--- config.mk ---
export PLATFORM = sky130hd
export DESIGN_NAME = boot_cmd
export DESIGN_NICKNAME = d
export VERILOG_FILES = /design/src/boot_cmd_pkg.sv /design/src/boot_cmd.sv /design/src/byte_buffer.sv
export SDC_FILE = /design/constraint.sdc
export NUM_CORES = 1
export LEC_CHECK = 0
export BUFFER_PORTS_ARGS = -buffer_cell sky130_fd_sc_hd__buf_2
export CAP_MARGIN = 15
export CELL_PAD_IN_SITES_DETAIL_PLACEMENT = 0
export CELL_PAD_IN_SITES_GLOBAL_PLACEMENT = 1
export CORE_ASPECT_RATIO = 0.75
export CORE_MARGIN = 2
export CORE_UTILIZATION = 43
export DETAILED_ROUTE_END_ITERATION = 16
export HOLD_SLACK_MARGIN = 0.06
export PLACE_DENSITY = 0.79
export SYNTH_ARGS = -nofsm -noshare
export SYNTH_HDL_FRONTEND = slang
export SYNTH_SLANG_ARGS = --single-unit
export TNS_END_PERCENT = 20
--- constraint.sdc ---
create_clock -name clk -period 17.8 [get_ports clk]
set_input_delay 0.89 -clock clk [delete_from_list [all_inputs] [get_ports clk]]
set_output_delay 0.89 -clock clk [all_outputs]
set_load 0.02 [all_outputs]
--- src/boot_cmd_pkg.sv ---
// Protocol rules; this block omits R05 loading and checks and R10 to R12
// boot starts in bit-rate adjustment state
// host sends zero byte; measure its low time
// rate found, enter inquiry/selection state
// transition command: erase arrays, enter program state
// program state: load routines, sum/blank checks
// packet bytes plus checksum sum to zero
// size byte counts payload bytes only
// inquiries and acknowledge are single bytes
// error reply is response code plus error code
// program data travels in 128-byte units
// programming packet carries four-byte address first
// memory read reply has four-byte size
// device inquiry reply: 0x30, size, list, checksum
// selection packet: 0x10, size 4, code, checksum
// matching code adopted, acknowledge 0x06
// selection error 0x90; codes 0x11, 0x21
// host sends selections in fixed order
// last of back-to-back selections wins
// after transition only status inquiry valid
// decode 0x21, 0x22, 0x23 inquiries
// decode 0x24, 0x25, 0x26 inquiries
// decode 0x27 unit inquiry, 0x3F rate selection
// all exchanges over serial channel one
// bad checksum command discarded, error reply only
// commands before rate adjustment are ignored
package boot_cmd_pkg;
    localparam logic [7:0] CMD_DEV_INQ   = 8'h20;
    localparam logic [7:0] CMD_DEV_SEL   = 8'h10;
    localparam logic [7:0] CMD_CLK_INQ   = 8'h21;
    localparam logic [7:0] CMD_CLK_SEL   = 8'h11;
    localparam logic [7:0] CMD_DIV_INQ   = 8'h22;
    localparam logic [7:0] CMD_FRQ_INQ   = 8'h23;
    localparam logic [7:0] CMD_UBA_INQ   = 8'h24;
    localparam logic [7:0] CMD_UA_INQ    = 8'h25;
    localparam logic [7:0] CMD_BLK_INQ   = 8'h26;
    localparam logic [7:0] CMD_UNIT_INQ  = 8'h27;
    localparam logic [7:0] CMD_RATE_SEL  = 8'h3F;
    localparam logic [7:0] CMD_TRANS     = 8'h40;
    localparam logic [7:0] CMD_STAT_INQ  = 8'h4F;
    localparam logic [7:0] RSP_DEV_INQ   = 8'h30;
    localparam logic [7:0] RSP_ACK       = 8'h06;
    localparam logic [7:0] RSP_DEV_ERR   = 8'h90;
    localparam logic [7:0] ERR_SUM       = 8'h11;
    localparam logic [7:0] ERR_DEV       = 8'h21;
    localparam logic [7:0] SYNC_BYTE     = 8'h00;
    localparam logic [7:0] SEL_SIZE      = 8'h04;
    localparam logic [7:0] DEV_COUNT     = 8'h01;
    localparam logic [7:0] NAME_CHARS    = 8'h04;
    localparam int         UNIT_BYTES    = 128;
    localparam int         ADDR_BYTES    = 4;
    localparam int         RDSIZE_BYTES  = 4;
    localparam int         SERIAL_CHAN   = 1;
    localparam int         CLK_MHZ       = 20;
    // supported device code, arbitrary value
    localparam logic [31:0] DEV_CODE     = 32'h41424344;
    // program name characters, arbitrary value
    localparam logic [31:0] PROG_NAME    = 32'h424F4F54;
    localparam logic [7:0]  INQ_SIZE     = 8'h0A;
    localparam int          REPLY_LEN    = 13;

    typedef enum logic [3:0] {
        ST_RATE = 4'b0001,
        ST_INQ  = 4'b0010,
        ST_ERAS = 4'b0100,
        ST_PROG = 4'b1000
    } boot_state_e;

    typedef struct packed {
        logic       valid;
        logic [7:0] data;
    } byte_s;

    function automatic logic [7:0] sum8(input logic [7:0] a,
                                        input logic [7:0] b);
        sum8 = a + b;
    endfunction : sum8
endpackage : boot_cmd_pkg

--- src/boot_cmd.sv ---
`timescale 1ns/1ps
module boot_cmd
(
    input  wire logic                clk,
    input  wire logic                sys_rst,
    input  wire logic                bootMode,
    input  wire logic                serialRx,
    input  wire boot_cmd_pkg::byte_s rxByte,
    input  wire logic                txReady,
    output boot_cmd_pkg::byte_s      txByte,
    output logic [15:0]              bitPeriod,
    output logic                     rateLocked,
    output logic                     eraseStart,
    input  wire logic                eraseDone,
    output logic                     progMode,
    output logic [31:0]              selDevice,
    output logic                     devSelected
);
    import boot_cmd_pkg::*;

    // ------------------------------------------------------------
    // state and registers
    // ------------------------------------------------------------
    typedef enum logic [3:0] {
        RX_CMD  = 4'b0001,
        RX_SIZE = 4'b0010,
        RX_DATA = 4'b0100,
        RX_SUM  = 4'b1000
    } rx_state_e;

    boot_state_e state,    next_state;
    rx_state_e   rxState,  next_rxState;
    logic [7:0]  curCmd,   next_curCmd;
    logic [7:0]  remain,   next_remain;
    logic [7:0]  runSum,   next_runSum;
    logic [31:0] codeSr,   next_codeSr;
    logic [15:0] lowCnt,   next_lowCnt;
    logic        lowSeen,  next_lowSeen;
    logic [15:0] next_bitPeriod;
    logic        next_rateLocked;
    logic        next_eraseStart;
    logic        next_progMode;
    logic [31:0] next_selDevice;
    logic        next_devSelected;
    logic [7:0]  reply [REPLY_LEN];
    logic [7:0]  next_reply [REPLY_LEN];
    logic [3:0]  replyLen, next_replyLen;
    logic [3:0]  replyIdx, next_replyIdx;
    byte_s       bufIn;
    logic        bufReady;
    byte_s       bufOut;
    logic [7:0]  sumAll;
    logic [7:0]  inqSum;

    // ------------------------------------------------------------
    // reply queue toward transmitter
    // ------------------------------------------------------------
    byte_buffer txBuf
    (
        .clk      (clk),
        .sys_rst  (sys_rst),
        .inByte   (bufIn),
        .inReady  (bufReady),
        .outByte  (bufOut),
        .outReady (txReady)
    );

    always_comb
    begin
        bufIn.valid = (replyIdx != replyLen);
        bufIn.data  = reply[replyIdx];
    end

    // ------------------------------------------------------------
    // next-state logic
    // ------------------------------------------------------------
    always_comb
    begin
        next_state       = state;
        next_rxState     = rxState;
        next_curCmd      = curCmd;
        next_remain      = remain;
        next_runSum      = runSum;
        next_codeSr      = codeSr;
        next_lowCnt      = lowCnt;
        next_lowSeen     = lowSeen;
        next_bitPeriod   = bitPeriod;
        next_rateLocked  = rateLocked;
        next_eraseStart  = 1'b0;
        next_progMode    = progMode;
        next_selDevice   = selDevice;
        next_devSelected = devSelected;
        next_reply       = reply;
        next_replyLen    = replyLen;
        next_replyIdx    = replyIdx;
        sumAll           = sum8(runSum, rxByte.data);
        inqSum = 8'(8'h00 - (RSP_DEV_INQ + INQ_SIZE + DEV_COUNT + NAME_CHARS
                 + DEV_CODE[31:24] + DEV_CODE[23:16] + DEV_CODE[15:8]
                 + DEV_CODE[7:0] + PROG_NAME[31:24] + PROG_NAME[23:16]
                 + PROG_NAME[15:8] + PROG_NAME[7:0]));

        if (bufIn.valid && bufReady)
            next_replyIdx = replyIdx + 4'd1;

        unique case (state)
            ST_RATE:
            begin
                // measure low period of sync byte on channel one
                if (!bootMode)
                begin
                    next_lowSeen = 1'b0;
                    next_lowCnt  = 16'h0000;
                end
                else if (!serialRx)                      // see R02
                begin
                    next_lowSeen = 1'b1;
                    if (lowCnt != 16'hFFFF)
                        next_lowCnt = lowCnt + 16'h0001;
                end
                else if (lowSeen)
                begin
                    // zero byte low time is start plus eight bits
                    next_bitPeriod  = 16'(lowCnt / 16'd9);
                    next_rateLocked = 1'b1;
                    next_state      = ST_INQ;
                end
            end
            ST_INQ, ST_PROG:
            begin
                if (rxByte.valid && replyIdx == replyLen)
                begin
                    next_runSum = sumAll;
                    unique case (rxState)
                        RX_CMD:
                        begin
                            next_curCmd = rxByte.data;
                            next_runSum = rxByte.data;
                            if (state == ST_PROG)
                            begin
                                if (rxByte.data == CMD_STAT_INQ)
                                begin
                                    next_reply[0] = RSP_ACK;
                                    next_replyLen = 4'd1;
                                    next_replyIdx = 4'd0;
                                end
                            end
                            else if (rxByte.data == CMD_DEV_INQ)
                            begin
                                next_reply[0]  = RSP_DEV_INQ;
                                next_reply[1]  = INQ_SIZE;
                                next_reply[2]  = DEV_COUNT;
                                next_reply[3]  = NAME_CHARS;
                                next_reply[4]  = DEV_CODE[31:24];
                                next_reply[5]  = DEV_CODE[23:16];
                                next_reply[6]  = DEV_CODE[15:8];
                                next_reply[7]  = DEV_CODE[7:0];
                                next_reply[8]  = PROG_NAME[31:24];
                                next_reply[9]  = PROG_NAME[23:16];
                                next_reply[10] = PROG_NAME[15:8];
                                next_reply[11] = PROG_NAME[7:0];
                                next_reply[12] = inqSum;
                                next_replyLen  = 4'd13;
                                next_replyIdx  = 4'd0;
                            end
                            else if (rxByte.data == CMD_DEV_SEL
                                     || rxByte.data == CMD_CLK_SEL
                                     || rxByte.data == CMD_RATE_SEL)
                                next_rxState = RX_SIZE;
                            else if (rxByte.data == CMD_TRANS)
                            begin
                                next_eraseStart = 1'b1;
                                next_state      = ST_ERAS;
                            end
                            else if (rxByte.data == CMD_STAT_INQ
                                     || (rxByte.data >= CMD_CLK_INQ
                                     && rxByte.data <= CMD_UNIT_INQ))
                            begin
                                // single-byte inquiry, acknowledged
                                next_reply[0] = RSP_ACK;
                                next_replyLen = 4'd1;
                                next_replyIdx = 4'd0;
                            end
                        end
                        RX_SIZE:
                        begin
                            next_remain  = rxByte.data;
                            next_rxState = (rxByte.data == 8'h00)
                                           ? RX_SUM : RX_DATA;
                        end
                        RX_DATA:
                        begin
                            next_codeSr = {codeSr[23:0], rxByte.data};
                            next_remain = remain - 8'h01;
                            if (remain == 8'h01)
                                next_rxState = RX_SUM;
                        end
                        RX_SUM:
                        begin
                            next_rxState  = RX_CMD;
                            next_replyIdx = 4'd0;
                            if (sumAll != 8'h00)
                            begin
                                next_reply[0] = RSP_DEV_ERR | (curCmd & 8'h01);
                                next_reply[1] = ERR_SUM;
                                next_replyLen = 4'd2;
                            end
                            else if (curCmd == CMD_DEV_SEL
                                     && codeSr != DEV_CODE)
                            begin
                                next_reply[0] = RSP_DEV_ERR;
                                next_reply[1] = ERR_DEV;
                                next_replyLen = 4'd2;
                            end
                            else
                            begin
                                // each device selection overwrites the earlier
                                if (curCmd == CMD_DEV_SEL)
                                begin
                                    next_selDevice   = codeSr;
                                    next_devSelected = 1'b1;
                                end
                                next_reply[0] = RSP_ACK;
                                next_replyLen = 4'd1;
                            end
                        end
                        default:
                            next_rxState = RX_CMD;
                    endcase
                end
            end
            ST_ERAS:
            begin
                if (eraseDone)
                begin
                    next_progMode = 1'b1;
                    next_state    = ST_PROG;
                    next_reply[0] = RSP_ACK;
                    next_replyLen = 4'd1;
                    next_replyIdx = 4'd0;
                end
            end
            default:
                next_state = ST_RATE;
        endcase
    end

    // ------------------------------------------------------------
    // registers
    // ------------------------------------------------------------
    always_ff @(posedge clk)
    begin
        if (sys_rst)
        begin
            state       <= ST_RATE;
            rxState     <= RX_CMD;
            curCmd      <= 8'h00;
            remain      <= 8'h00;
            runSum      <= 8'h00;
            codeSr      <= 32'h00000000;
            lowCnt      <= 16'h0000;
            lowSeen     <= 1'b0;
            bitPeriod   <= 16'h0000;
            rateLocked  <= 1'b0;
            eraseStart  <= 1'b0;
            progMode    <= 1'b0;
            selDevice   <= 32'h00000000;
            devSelected <= 1'b0;
            replyLen    <= 4'd0;
            replyIdx    <= 4'd0;
            for (int i = 0; i < REPLY_LEN; i++)
                reply[i] <= 8'h00;
        end
        else
        begin
            state       <= next_state;
            rxState     <= next_rxState;
            curCmd      <= next_curCmd;
            remain      <= next_remain;
            runSum      <= next_runSum;
            codeSr      <= next_codeSr;
            lowCnt      <= next_lowCnt;
            lowSeen     <= next_lowSeen;
            bitPeriod   <= next_bitPeriod;
            rateLocked  <= next_rateLocked;
            eraseStart  <= next_eraseStart;
            progMode    <= next_progMode;
            selDevice   <= next_selDevice;
            devSelected <= next_devSelected;
            replyLen    <= next_replyLen;
            replyIdx    <= next_replyIdx;
            reply       <= next_reply;
        end
    end

    // ------------------------------------------------------------
    // transmit byte register
    // ------------------------------------------------------------
    always_ff @(posedge clk)
    begin
        if (sys_rst)
            txByte <= '0;
        else
            txByte <= bufOut;
    end
endmodule : boot_cmd

--- src/byte_buffer.sv ---
`timescale 1ns/1ps
// two-entry buffer between reply builder and transmitter
module byte_buffer
(
    input  wire logic               clk,
    input  wire logic               sys_rst,
    input  wire boot_cmd_pkg::byte_s inByte,
    output logic                    inReady,
    output boot_cmd_pkg::byte_s     outByte,
    input  wire logic               outReady
);
    import boot_cmd_pkg::*;
    logic [7:0] mem [2];
    logic       wrPtr;
    logic       rdPtr;
    logic [1:0] count;
    logic       next_wrPtr;
    logic       next_rdPtr;
    logic [1:0] next_count;
    logic       doWr;
    logic       doRd;

    always_comb
    begin
        doWr       = inByte.valid && (count != 2'd2);
        doRd       = outReady && (count != 2'd0);
        next_wrPtr = wrPtr ^ doWr;
        next_rdPtr = rdPtr ^ doRd;
        next_count = count + {1'b0, doWr} - {1'b0, doRd};
    end

    always_ff @(posedge clk)
    begin
        if (sys_rst)
        begin
            wrPtr <= 1'b0;
            rdPtr <= 1'b0;
            count <= 2'd0;
        end
        else
        begin
            wrPtr <= next_wrPtr;
            rdPtr <= next_rdPtr;
            count <= next_count;
        end
        if (doWr)
            mem[wrPtr] <= inByte.data;
    end

    assign inReady       = (count != 2'd2);
    assign outByte.valid = (count != 2'd0);
    assign outByte.data  = mem[rdPtr];
endmodule : byte_buffer

After elaboration in Yosys (flattened, before gate mapping)
Memory sizes are Yosys's and may differ from the RTL's. A register that Yosys moved wholly into a read port is not among the register bits.
Cells that the tools add are included.

storage, ports and cells
  register bits = 166
  RAM bits = 16
  input bits = 15
  output and inout bits = 61
  word-level logic and storage cells = 189
  memories = 1

cells by class
  add/subtract/negate cells = 6
  divide/modulo/power cells = 1
  order comparisons = 3
  equal/unequal tests = 44
  multiplexer cells = 69
  bitwise gates (word level) = 9
  reductions and logical operators = 30

memory list
  memory     words  width  read ports  clocked after Yosys merged registers in  write ports  line               text
  txBuf.mem  2      8      1           1                                        1            byte_buffer.sv:13  logic [7:0] mem [2];

operators with widths
  cell                     count
  $mux W96                 2
  $mux W4                  32
  $mux W104                1
  $mux W8                  12
  $mux W88                 1
  $mux W16                 4
  $bmux W8 S4              1
  $ne A2 B2 Y1 const B     16
  $ne A32 B31 Y1 const B   1
  $pmux W16 S2             1
  $pmux W4 S2              4
  $pmux W8 S2              2
  $eq A8 B5 Y1 const B     3
  $pmux W4 S3              2
  $reduce_and A6 Y1        3
  $add A16 B1 Y16 const B  1
  $div A16 B4 Y16 const B  1
  $eq A8 B6 Y1 const B     2
  $eq A8 B7 Y1 const B     2
  $ne A16 B16 Y1 const B   1
  $ne A5 B5 Y1 const B     3
  $reduce_and A3 Y1        4
  $reduce_and A10 Y1       1
  $add A8 B8 Y8            1
  other kinds (34)         61

Depth between registers and ports, before layout
Gate-level depths: netlist of the first run.

  depth after elaboration = 11
  gate-level depth with buffers = 26
  gate-level depth less buffers = 21

By module
A second synthesis of the first run with hierarchy kept.

unflattened totals
  cells, all modules = 1,173
  area total of the unflattened synthesis = 9,534.1 sq um

by module, submodules not included
  module       instances  cells each  area an instance (sq um)  sequential area each (sq um)
  boot_cmd     1          1,121       8,724.6                   3,123.0
  byte_buffer  1          52          809.5                     560.5

Worst setup path before layout of the first run
No wires, ideal clock.

  path kind = reg2reg
  start = register lowCnt[14]
  end = register bitPeriod[0]
  arrival = 6.006 ns
  data required time = 17.712 ns
  slack = 11.706 ns
  cell stages (with the launch flop) = 25
  path buffers = 4
  period minus slack after synthesis = 6.094 ns
  path through = dfxtp_1 buf_6 buf_8 a211o_1 a211o_1 and2_4 buf_6 o21a_4 a2111o_1 and2_4 buf_6 a31o_1 o32a_4 a2111o_1 and3_4 a2111oi_4 o22ai_2 a2111o_1 a221oi_4 ha_1 xor2_1 or3_1 a32o_1 a32o_1 a311oi_2

on the way
  word-level cells in the longest chain between the ends = 1

RTL lines
  element                 line             text
  start, declared         boot_cmd.sv:37   logic [15:0] lowCnt, next_lowCnt;
  start signal, assigned  boot_cmd.sv:281  lowCnt <= next_lowCnt;
  $div A16 B4 Y16         boot_cmd.sv:123  next_bitPeriod = 16'(lowCnt / 16'd9);
  end signal, assigned    boot_cmd.sv:283  bitPeriod <= next_bitPeriod;
  end, declared           boot_cmd.sv:11   output logic [15:0] bitPeriod,

Every way passes these cells.
A chain may end at the register's enable or synchronous reset.

Worst setup path in the final report of the first run
  start = register lowCnt[11]
  end = register bitPeriod[0]

Same word-level chain as after synthesis.

==> results of run 1 <==
[per-stage QoR]
step | hold slack [ps] | total power [mW]
after CTS | 449 | 0.862
after global placement | 429 | 0.478
final | 443 | 0.851
after detailed placement | 436 | 0.479
after global routing | 475 | 0.886
after floorplan | 422 | 0.464
[report_power, final]
part | switching [mW] | total, mW | internal [mW]
Sequential | 0.00902 | 0.418 | 0.409
Combinational | 0.0316 | 0.0515 | 0.0198
Clock | 0.190 | 0.382 | 0.192
[layer usage]
layer,wire length [µm],part of all wire,track usage,up-vias
met4,256,0.011,0.0546,0
met5,0,0,0,-
met1,12100,0.54,0.300,3763
li1,-,-,-,4084
met2,9100,0.41,0.281,181
met3,985,0.044,0.0382,19
[critical path, stage by stage, from the launching register on]
cell and delay [ps]:
sky130_fd_sc_hd__dfxtp_1 680, sky130_fd_sc_hd__nand2b_4 270, sky130_fd_sc_hd__nand2_1 110, sky130_fd_sc_hd__a211oi_1 510, sky130_fd_sc_hd__nor3_1 170, sky130_fd_sc_hd__a2bb2oi_2 220, sky130_fd_sc_hd__o32ai_2 510, sky130_fd_sc_hd__a21oi_1 140
sky130_fd_sc_hd__o2111ai_1 530, sky130_fd_sc_hd__nand4_1 290, sky130_fd_sc_hd__a2111o_1 530, sky130_fd_sc_hd__and3_4 220, sky130_fd_sc_hd__a2111oi_4 460, sky130_fd_sc_hd__o22ai_2 200, sky130_fd_sc_hd__a2111o_1 520, sky130_fd_sc_hd__a221oi_4 390
sky130_fd_sc_hd__ha_1 270, sky130_fd_sc_hd__xor2_1 100, sky130_fd_sc_hd__or3_1 310, sky130_fd_sc_hd__a32o_1 220, sky130_fd_sc_hd__a32o_1 260, sky130_fd_sc_hd__a311oi_2 190
[cells by family after synthesis]
kind of cell               count (synthesis)
AOI/OAI and AO/OA                        286
xor gates and xnor gates                  36
adders and majority gates                 20
buffers and inverters                    116
DFF                                      176
muxes                                     13
other                                      1
and+or+nand+nor                          490
[registers in the layout, summed over array words and instances (netlist names), 2 cells and up]
signal	flops
bitPeriod	13
txBuf.count	2
selDevice	32
remain	8
rxState	4
state	4
replyLen	3
codeSr	32
replyIdx	4
reply	10
runSum	8
lowCnt	16
curCmd	8
txBuf.mem	16
txByte	9
[final cells by class]
| cell class | instances | area, µm² | share of cell area |
|---|---|---|---|
| Antenna cell | 1 | 2.50 | 0.000241 |
| Clock buffer | 17 | 425 | 0.0410 |
| Clock inverter | 15 | 179 | 0.0172 |
| Inverter | 37 | 139 | 0.0134 |
| Multi-Input combinational cell | 848 | 5150 | 0.496 |
| Sequential cell | 176 | 3680 | 0.355 |
| Tap cell | 288 | 360 | 0.0347 |
| Timing Repair Buffer | 80 | 443 | 0.0427 |
[worst max path at each step]
stage                     startpoint           end  slack, ps
after floorplan           lowCnt[14]  bitPeriod[0]      11710
after global placement    lowCnt[11]  bitPeriod[0]      10900
after detailed placement  lowCnt[11]  bitPeriod[0]      10810
after CTS                 lowCnt[11]  bitPeriod[0]      10760
after global routing      lowCnt[14]  bitPeriod[0]      10070
final                     lowCnt[11]  bitPeriod[0]      10580
[layout by cell type, fill, tap and decap left out, types with 9 or more instances in the layout]
| cell | instances |
|---|---|
| sky130_fd_sc_hd__nor2b_1 | 10 |
| sky130_fd_sc_hd__o21ai_0 | 28 |
| sky130_fd_sc_hd__a311oi_1 | 13 |
| sky130_fd_sc_hd__inv_1 | 35 |
| sky130_fd_sc_hd__xor2_1 | 16 |
| sky130_fd_sc_hd__nand3_1 | 25 |
| sky130_fd_sc_hd__or3_1 | 9 |
| sky130_fd_sc_hd__a22oi_1 | 9 |
| sky130_fd_sc_hd__nand2_1 | 159 |
| sky130_fd_sc_hd__dfxtp_1 | 160 |
| sky130_fd_sc_hd__buf_2 | 71 |
| sky130_fd_sc_hd__edfxtp_1 | 16 |
| sky130_fd_sc_hd__a211oi_1 | 15 |
| sky130_fd_sc_hd__a21oi_1 | 108 |
| sky130_fd_sc_hd__a31oi_1 | 10 |
| sky130_fd_sc_hd__xnor2_1 | 20 |
| sky130_fd_sc_hd__nor4_1 | 13 |
| sky130_fd_sc_hd__mux2i_1 | 12 |
| sky130_fd_sc_hd__ha_1 | 19 |
| sky130_fd_sc_hd__nand2b_1 | 21 |
| sky130_fd_sc_hd__and2_1 | 27 |
| sky130_fd_sc_hd__clkbuf_16 | 17 |
| sky130_fd_sc_hd__nand4_1 | 14 |
| sky130_fd_sc_hd__nor2_1 | 117 |
| sky130_fd_sc_hd__nor4b_1 | 10 |
| sky130_fd_sc_hd__nor3_1 | 32 |
==> reports/results.env, run 1 <==
STATUS='complete, no violations'
RR_ENDPOINT='bitPeriod[0]'
CP_DATA_ARRIVAL_TIME_PS=7570
SYN_INST_COUNT=1138
VIA_PER_INST=5.50
HP-CLASS='reg2reg'
SYNTH-COMPOUND-AREA-SHARE=0.215
LAYOUT_AREA_GROWTH_OVER_SYNTHESIS_PCT=11.3
TRITONCTS.NUM_BUFFERS=17
ENDPOINT_KIND='flop'
HOLD_START='selDevice[8]'
SYNTH-WARNING-COUNT=0
SYNTH.TOP_CELLS.BY_AREA='sky130_fd_sc_hd__dfxtp_1, sky130_fd_sc_hd__nand2_1, sky130_fd_sc_hd__a21oi_1'
AREA_SHARE_OF_AND_OR_NAND_NOR_CELLS_AFTER_SYNTHESIS=0.259
SYNTH_MUX_AREA_FRAC=0.0141
PRE_CTS_WS_PS=10810
TIMING.CRITICAL_PATH.FANOUT_MAX=17
SYNTH_XOR_XNOR_AREA_SHARE=0.0338
CELLS_ON_WORST_REG2REG_PATH=21
CORE_UM2=21200
NUM_IO_PINS=76
TOTAL_OF_FLIP_FLOPS_PLUS_LATCHES_AFTER_SYNTHESIS=176
LAYOUT.FILLER_CELLS=2093
TNS_PS=0
PLACEDCELLCOUNT=1426
DRT-TOTAL-WL_MM=22.4
CLOCK_TREE.HTREE_LEVEL_COUNT=4
SYNTH-ASYNC-RESET-RATIO=0
SYNTH_TOP_CELLS_BY_COUNT='sky130_fd_sc_hd__dfxtp_1, sky130_fd_sc_hd__nand2_1, sky130_fd_sc_hd__nor2_1'
DP_HPWL_MM=15.5
CLK_PIN_SLEW_WORST_PATHS_PS=80
INITIAL_ANTENNA_VIOLATION_COUNT=1
NETLIST.TOP_CELL.BY_AREA='sky130_fd_sc_hd__dfxtp_1'
SETUP_WS_PS=10580
SYN-MEAN-INSTANCE-AREA_UM2=8.20
FINAL_CORE_UTIL=0.489
WORST-ENDPOINT-REQUIRED_PS=18150
GP_ROUTABILITY_CONGESTION=0.898
TIMING_HOLD_VIOLATIONS_FINAL=0
RSZ_0062_RAISED_AFTER_GLOBAL_ROUTING='no'
DRIVE_GT1_FRAC=0.133
CTS.HOLD.BUFFERS_ADDED=0
WORSTHOLDENDPOINT='selDevice[8]'
DRTANTENNAVIOLNETS=0
GRT_FIRST_PASS_WIRELENGTH_MM=37.2
GLOBALROUTE.TOTALOVERFLOW=0
SLEW_VIOL_FINAL=0
CTS_ROOT_BUFFER='sky130_fd_sc_hd__clkbuf_16'
CLOCK_SINKS=176
POST-ROUTE-PERIOD-UTIL=0.406
POWER.IR.VDD_WORST_uV=38.4
LAYOUT.NETS=1195
WORST_SKEW_PAIR.LATE_LATENCY_PS=440
YOSYS.AREA_SHARE.ADDER=0.0276
SYNTH-MAIN-FF-CELL='sky130_fd_sc_hd__dfxtp_1'
FLOORPLAN.DIE.WIDTH_UM=174
CELL_AREA_PLACED_UM2=9730
DRC=0
GRT_PASS1_VIAS=7282
POST_SYNTH_NUM_CELL_TYPES=106
DRV_CAP=0
ROUTED_WIRE_LENGTH_PER_INSTANCE_UM=15.4
INITIAL_CORE_UTIL=0.439
FMAX_MHz=138
CTS_TREE='yes'
COMBINATIONAL_FAMILY_WITH_THE_MOST_AREA_AFTER_SYNTHESIS='simple AND/OR/NAND/NOR gates'
WORST_R2R_STARTPOINT='lowCnt[11]'
FIN_SKEW_PS=15.3
CTS.REPAIR_TIMING.SETUP_BUFFER_COUNT=0
WORST_SLEW_MARGIN_REL=0.211
ROW_COUNT=46
INSTANCES_NO_FILL=1462
CP-START-KIND='flop'
DIE-AREA_UM2=22900
TIMING.FINAL.SETUP_VIOLATIONS=0
SYNTH-EDFF-COUNT=16
MAPPEDNETLISTAREA_UM2=9330
FIN_AREA_UM2=10400
MAX-CLOCK-PATH-BUFFERS=2
RRSETUPSLACK_PS=10580
DETAILEDROUTE.FIRSTPASSITERATIONCOUNT=5
PIN_COUNT_OF_THE_BIGGEST_NET_ENTERING_GLOBAL_ROUTING=69
SYNTH.MOST_COMMON_CELL='sky130_fd_sc_hd__dfxtp_1'
DRT_FIRST_ITER_VIOLATIONS=614
P_LEAK_nW=3.93
CTS_REPAIR_RESIZE_COUNT=0
PWR_DENSITY_CELL_nW_PER_UM2=81.9
WORST-SLEW-PIN-TRANSITION_PS=1180
DR_TOTAL_VIAS=8047
HOLD-PATH-CELL-COUNT=2
GRT_USAGE=0.198
CRITICAL_SETUP_PATH_KIND='reg2reg'
DIE-HEIGHT_UM=132
SYNTH.YOSYS.SEQ_AREA_SHARE=0.395
FINALWORSTPATHREQUIREDPERIOD_PS=7220
SYNTHDOMINANTCELLAREASHARE=0.343
IO_BUFFERS=72
Power figures use the tool's default switching activity.
==> run 2: changes to the inputs <==
ABC_AREA = 1   (was unset)
PLACE_DENSITY = 0.82   (was 0.79)
clock period = 7.4 ns   (was 17.8 ns; I/O delays follow)
==> reports/results.env, run 2 <==
GRT_USAGE=0.197
DP_HPWL_MM=14.5
CRITICAL_PATH.MAX_STAGE_DELAY_PS=460
GRT_PASS1_VIAS=7312
PATH_DELAY_FAMILY='simple AND/OR/NAND/NOR gates'
YOSYS.AREA_SHARE.ADDER=0.0292
HP-CLASS='in2reg'
COMBINATIONAL_FAMILY_WITH_THE_MOST_AREA_AFTER_SYNTHESIS='simple AND/OR/NAND/NOR gates'
FLOORPLAN.DIE.WIDTH_UM=170
ANTENNA-DIODE-COUNT=0
CLOCK_TREE.HTREE_LEVEL_COUNT=4
RRSETUPSLACK_PS=1480
LAYOUT_AREA_GROWTH_OVER_SYNTHESIS_PCT=13.4
SYNTH-EDFF-COUNT=16
VIA_PER_INST=5.01
AREA_SHARE_OF_AND_OR_NAND_NOR_CELLS_AFTER_SYNTHESIS=0.302
SYNTH-COMPOUND-AREA-SHARE=0.138
WORSTHOLDENDPOINT='progMode'
WORST_R2R_STARTPOINT='lowCnt[15]'
MAX-CLOCK-PATH-BUFFERS=2
TOTAL_OF_FLIP_FLOPS_PLUS_LATCHES_AFTER_SYNTHESIS=176
LARGEST_REGISTERS='codeSr x32, selDevice x32'
CLK_PIN_SLEW_WORST_PATHS_PS=70
PIN_COUNT_OF_THE_BIGGEST_NET_ENTERING_GLOBAL_ROUTING=87
CP-START-KIND='flop'
DRT-TOTAL-WL_MM=20.6
TIMING.FINAL.SETUP_VIOLATIONS=0
ROUTED_WIRE_LENGTH_PER_INSTANCE_UM=13.2
STATUS='complete, no violations'
CRITICAL_PATH.N_BUFFERS_INVERTERS=5
HOLD-PATH-CELL-COUNT=3
TIMING_HOLD_VIOLATIONS_FINAL=0
HOLD_START='eraseDone'
GLOBALROUTE.TOTALOVERFLOW=0
DIE-AREA_UM2=21700
NUM_IO_PINS=76
CP_DATA_ARRIVAL_TIME_PS=6250
DRC=0
LAYOUT_COMMON_CELLS='sky130_fd_sc_hd__nand2_1, sky130_fd_sc_hd__inv_1, sky130_fd_sc_hd__nor2_1, sky130_fd_sc_hd__dfxtp_1, sky130_fd_sc_hd__nand3_1'
SYNTH_MUX_AREA_FRAC=0.00113
WORST-ENDPOINT-REQUIRED_PS=7730
WORST_SKEW_PAIR.LATE_LATENCY_PS=420
GP_ROUTABILITY_CONGESTION=0.801
TRITONCTS.NUM_BUFFERS=17
ROW_COUNT=45
FMAX_MHz=169
GRT_FIRST_PASS_WIRELENGTH_MM=35.2
SYNTH_XOR_XNOR_AREA_SHARE=0.0159
SYNTH_TOP_CELLS_BY_COUNT='sky130_fd_sc_hd__nand2_1, sky130_fd_sc_hd__inv_1, sky130_fd_sc_hd__nor2_1'
POST_SYNTH_NUM_CELL_TYPES=54
WORST-SLEW-PIN-TRANSITION_PS=858
CORE_UM2=20200
FIN_SKEW_PS=13.6
DRTANTENNAVIOLNETS=0
SYN_INST_COUNT=1230
SLEW_VIOL_FINAL=0
TIMING.CRITICAL_PATH.FANOUT_MAX=7
CTS_TREE='yes'
INITIAL_CORE_UTIL=0.437
WORST_SLEW_MARGIN_REL=0.428
IO_BUFFERS=72
CTS.HOLD.BUFFERS_ADDED=0
POWER.IR.VDD_WORST_uV=112
DIE-HEIGHT_UM=128
FIN_WORST_HOLD_SLACK_PS=251
SYNTHDOMINANTCELLAREASHARE=0.363
POST-ROUTE-PERIOD-UTIL=0.801
MOSTFREQUENTLAYOUTCELL='sky130_fd_sc_hd__nand2_1'
FINALWORSTPATHREQUIREDPERIOD_PS=5920
SYNTH-MAIN-FF-CELL='sky130_fd_sc_hd__dfxtp_1'
MAPPEDNETLISTAREA_UM2=8830
RR_ENDPOINT='bitPeriod[0]'
LAYOUT.NETS=1327
RSZ_0062_RAISED_AFTER_GLOBAL_ROUTING='no'
SYNTH.TOP_CELLS.BY_AREA='sky130_fd_sc_hd__dfxtp_1, sky130_fd_sc_hd__nand2_1, sky130_fd_sc_hd__inv_1'
DRIVE_GT1_FRAC=0.143
SYN-MEAN-INSTANCE-AREA_UM2=7.18
DETAILEDROUTE.FIRSTPASSITERATIONCOUNT=4
ENDPOINT_KIND='flop'
P_LEAK_nW=4.86
CTS_ROOT_BUFFER='sky130_fd_sc_hd__clkbuf_16'
SYNTH.MOST_COMMON_CELL='sky130_fd_sc_hd__nand2_1'
CLOCK_SINKS=176
DRT_FIRST_ITER_VIOLATIONS=538
DRV_CAP=0
SLOWEST_STAGE='sky130_fd_sc_hd__dfxtp_1'
CTS_REPAIR_RESIZE_COUNT=0
CTS.REPAIR_TIMING.SETUP_BUFFER_COUNT=0
CRITICAL-PATH-TOP-CELL-BY-COUNT='sky130_fd_sc_hd__nand2_1'
PWR_DENSITY_CELL_nW_PER_UM2=234
INITIAL_ANTENNA_VIOLATION_COUNT=0
CELLS_ON_WORST_REG2REG_PATH=54
TNS_PS=0
SYNTH.YOSYS.SEQ_AREA_SHARE=0.417
NETLIST.TOP_CELL.BY_AREA='sky130_fd_sc_hd__dfxtp_1'
SYNTH-WARNING-COUNT=0
DR_TOTAL_VIAS=7823
CRITICAL_SETUP_PATH_KIND='reg2reg'
SYNTH-ASYNC-RESET-RATIO=0
run 2: cell types whose count changed after synthesis, moves of 12 or more:
cell | previous run | this run
sky130_fd_sc_hd__a21oi_1 | 108 | 79
sky130_fd_sc_hd__a311oi_1 | 13 | 0
sky130_fd_sc_hd__and2_1 | 27 | 1
sky130_fd_sc_hd__clkbuf_1 | 64 | 27
sky130_fd_sc_hd__inv_1 | 35 | 170
sky130_fd_sc_hd__inv_2 | 0 | 12
sky130_fd_sc_hd__nand2_1 | 159 | 200
sky130_fd_sc_hd__nand2_2 | 0 | 29
sky130_fd_sc_hd__nand2_4 | 0 | 13
sky130_fd_sc_hd__nand2b_1 | 21 | 0
sky130_fd_sc_hd__nand3_1 | 25 | 91
sky130_fd_sc_hd__nor2_1 | 118 | 161
sky130_fd_sc_hd__o21ai_0 | 28 | 90
sky130_fd_sc_hd__xnor2_1 | 20 | 3
run 2: worst max path at each step:
stage | slack [ps] | cells past startpoint | endpoint | from
floorplan | 2230 | 55 | bitPeriod[0] | lowCnt[12]
global placement | 1680 | 51 | bitPeriod[0] | lowCnt[15]
detailed placement | 1550 | 54 | bitPeriod[0] | lowCnt[15]
CTS | 1500 | 54 | bitPeriod[0] | lowCnt[15]
global route | 600 | 55 | bitPeriod[0] | lowCnt[12]
finish | 1480 | 54 | bitPeriod[0] | lowCnt[15]
run 2: worst min-delay path, stage by stage:
cell and delay (ps):
sky130_fd_sc_hd__buf_2 100, sky130_fd_sc_hd__nand2_1 90, sky130_fd_sc_hd__a21oi_1 60
run 2: cells by family after synthesis:
| group | count (synthesis) |
|---|---|
| fa+ha+maj | 20 |
| other cells | 1 |
| xor+xnor | 16 |
| compound gates | 220 |
| simple gates | 572 |
| buf+inv | 224 |
| flops | 176 |
| mux | 1 |
run 2: final cells by class:
cell class | count | area (µm²)
clock buffer | 17 | 425
clock inverter | 15 | 165
fill | 2021 | 10200
inverter | 188 | 708
multi-input combinational | 832 | 4310
sequential | 176 | 3680
tap | 258 | 323
timing repair buffer | 77 | 398
run 2: metrics by stage:
stage	total power, mW	instance area, µm²	setup WS (ps)	std cells	util
6_report	2.35	10000	1480	1563	0.495
5_1_grt	2.48	10000	601	1563	0.495
4_1_cts	2.37	10000	1500	1563	0.495
3_5_place_dp	1.48	9420	1550	1531	0.466
3_3_place_gp	1.48	9420	1680	1531	0.466
2_1_floorplan	1.37	8840	2230	1232	-
run 2: power by group:
part | switching, mW | internal, mW
combinational | 0.255 | 0.111
clock | 0.434 | 0.456
sequential | 0.0431 | 1.05
total | 0.732 | 1.61
run 2: layer usage:
| metal | up-vias | track usage | wire length [µm] |
|---|---|---|---|
| met2 | 138 | 0.295 | 8320 |
| li1 | 4153 | - | - |
| met1 | 3520 | 0.292 | 11200 |
| met3 | 12 | 0.0417 | 853 |
| met4 | 0 | 0.0447 | 155 |
| met5 | - | 0 | 0 |
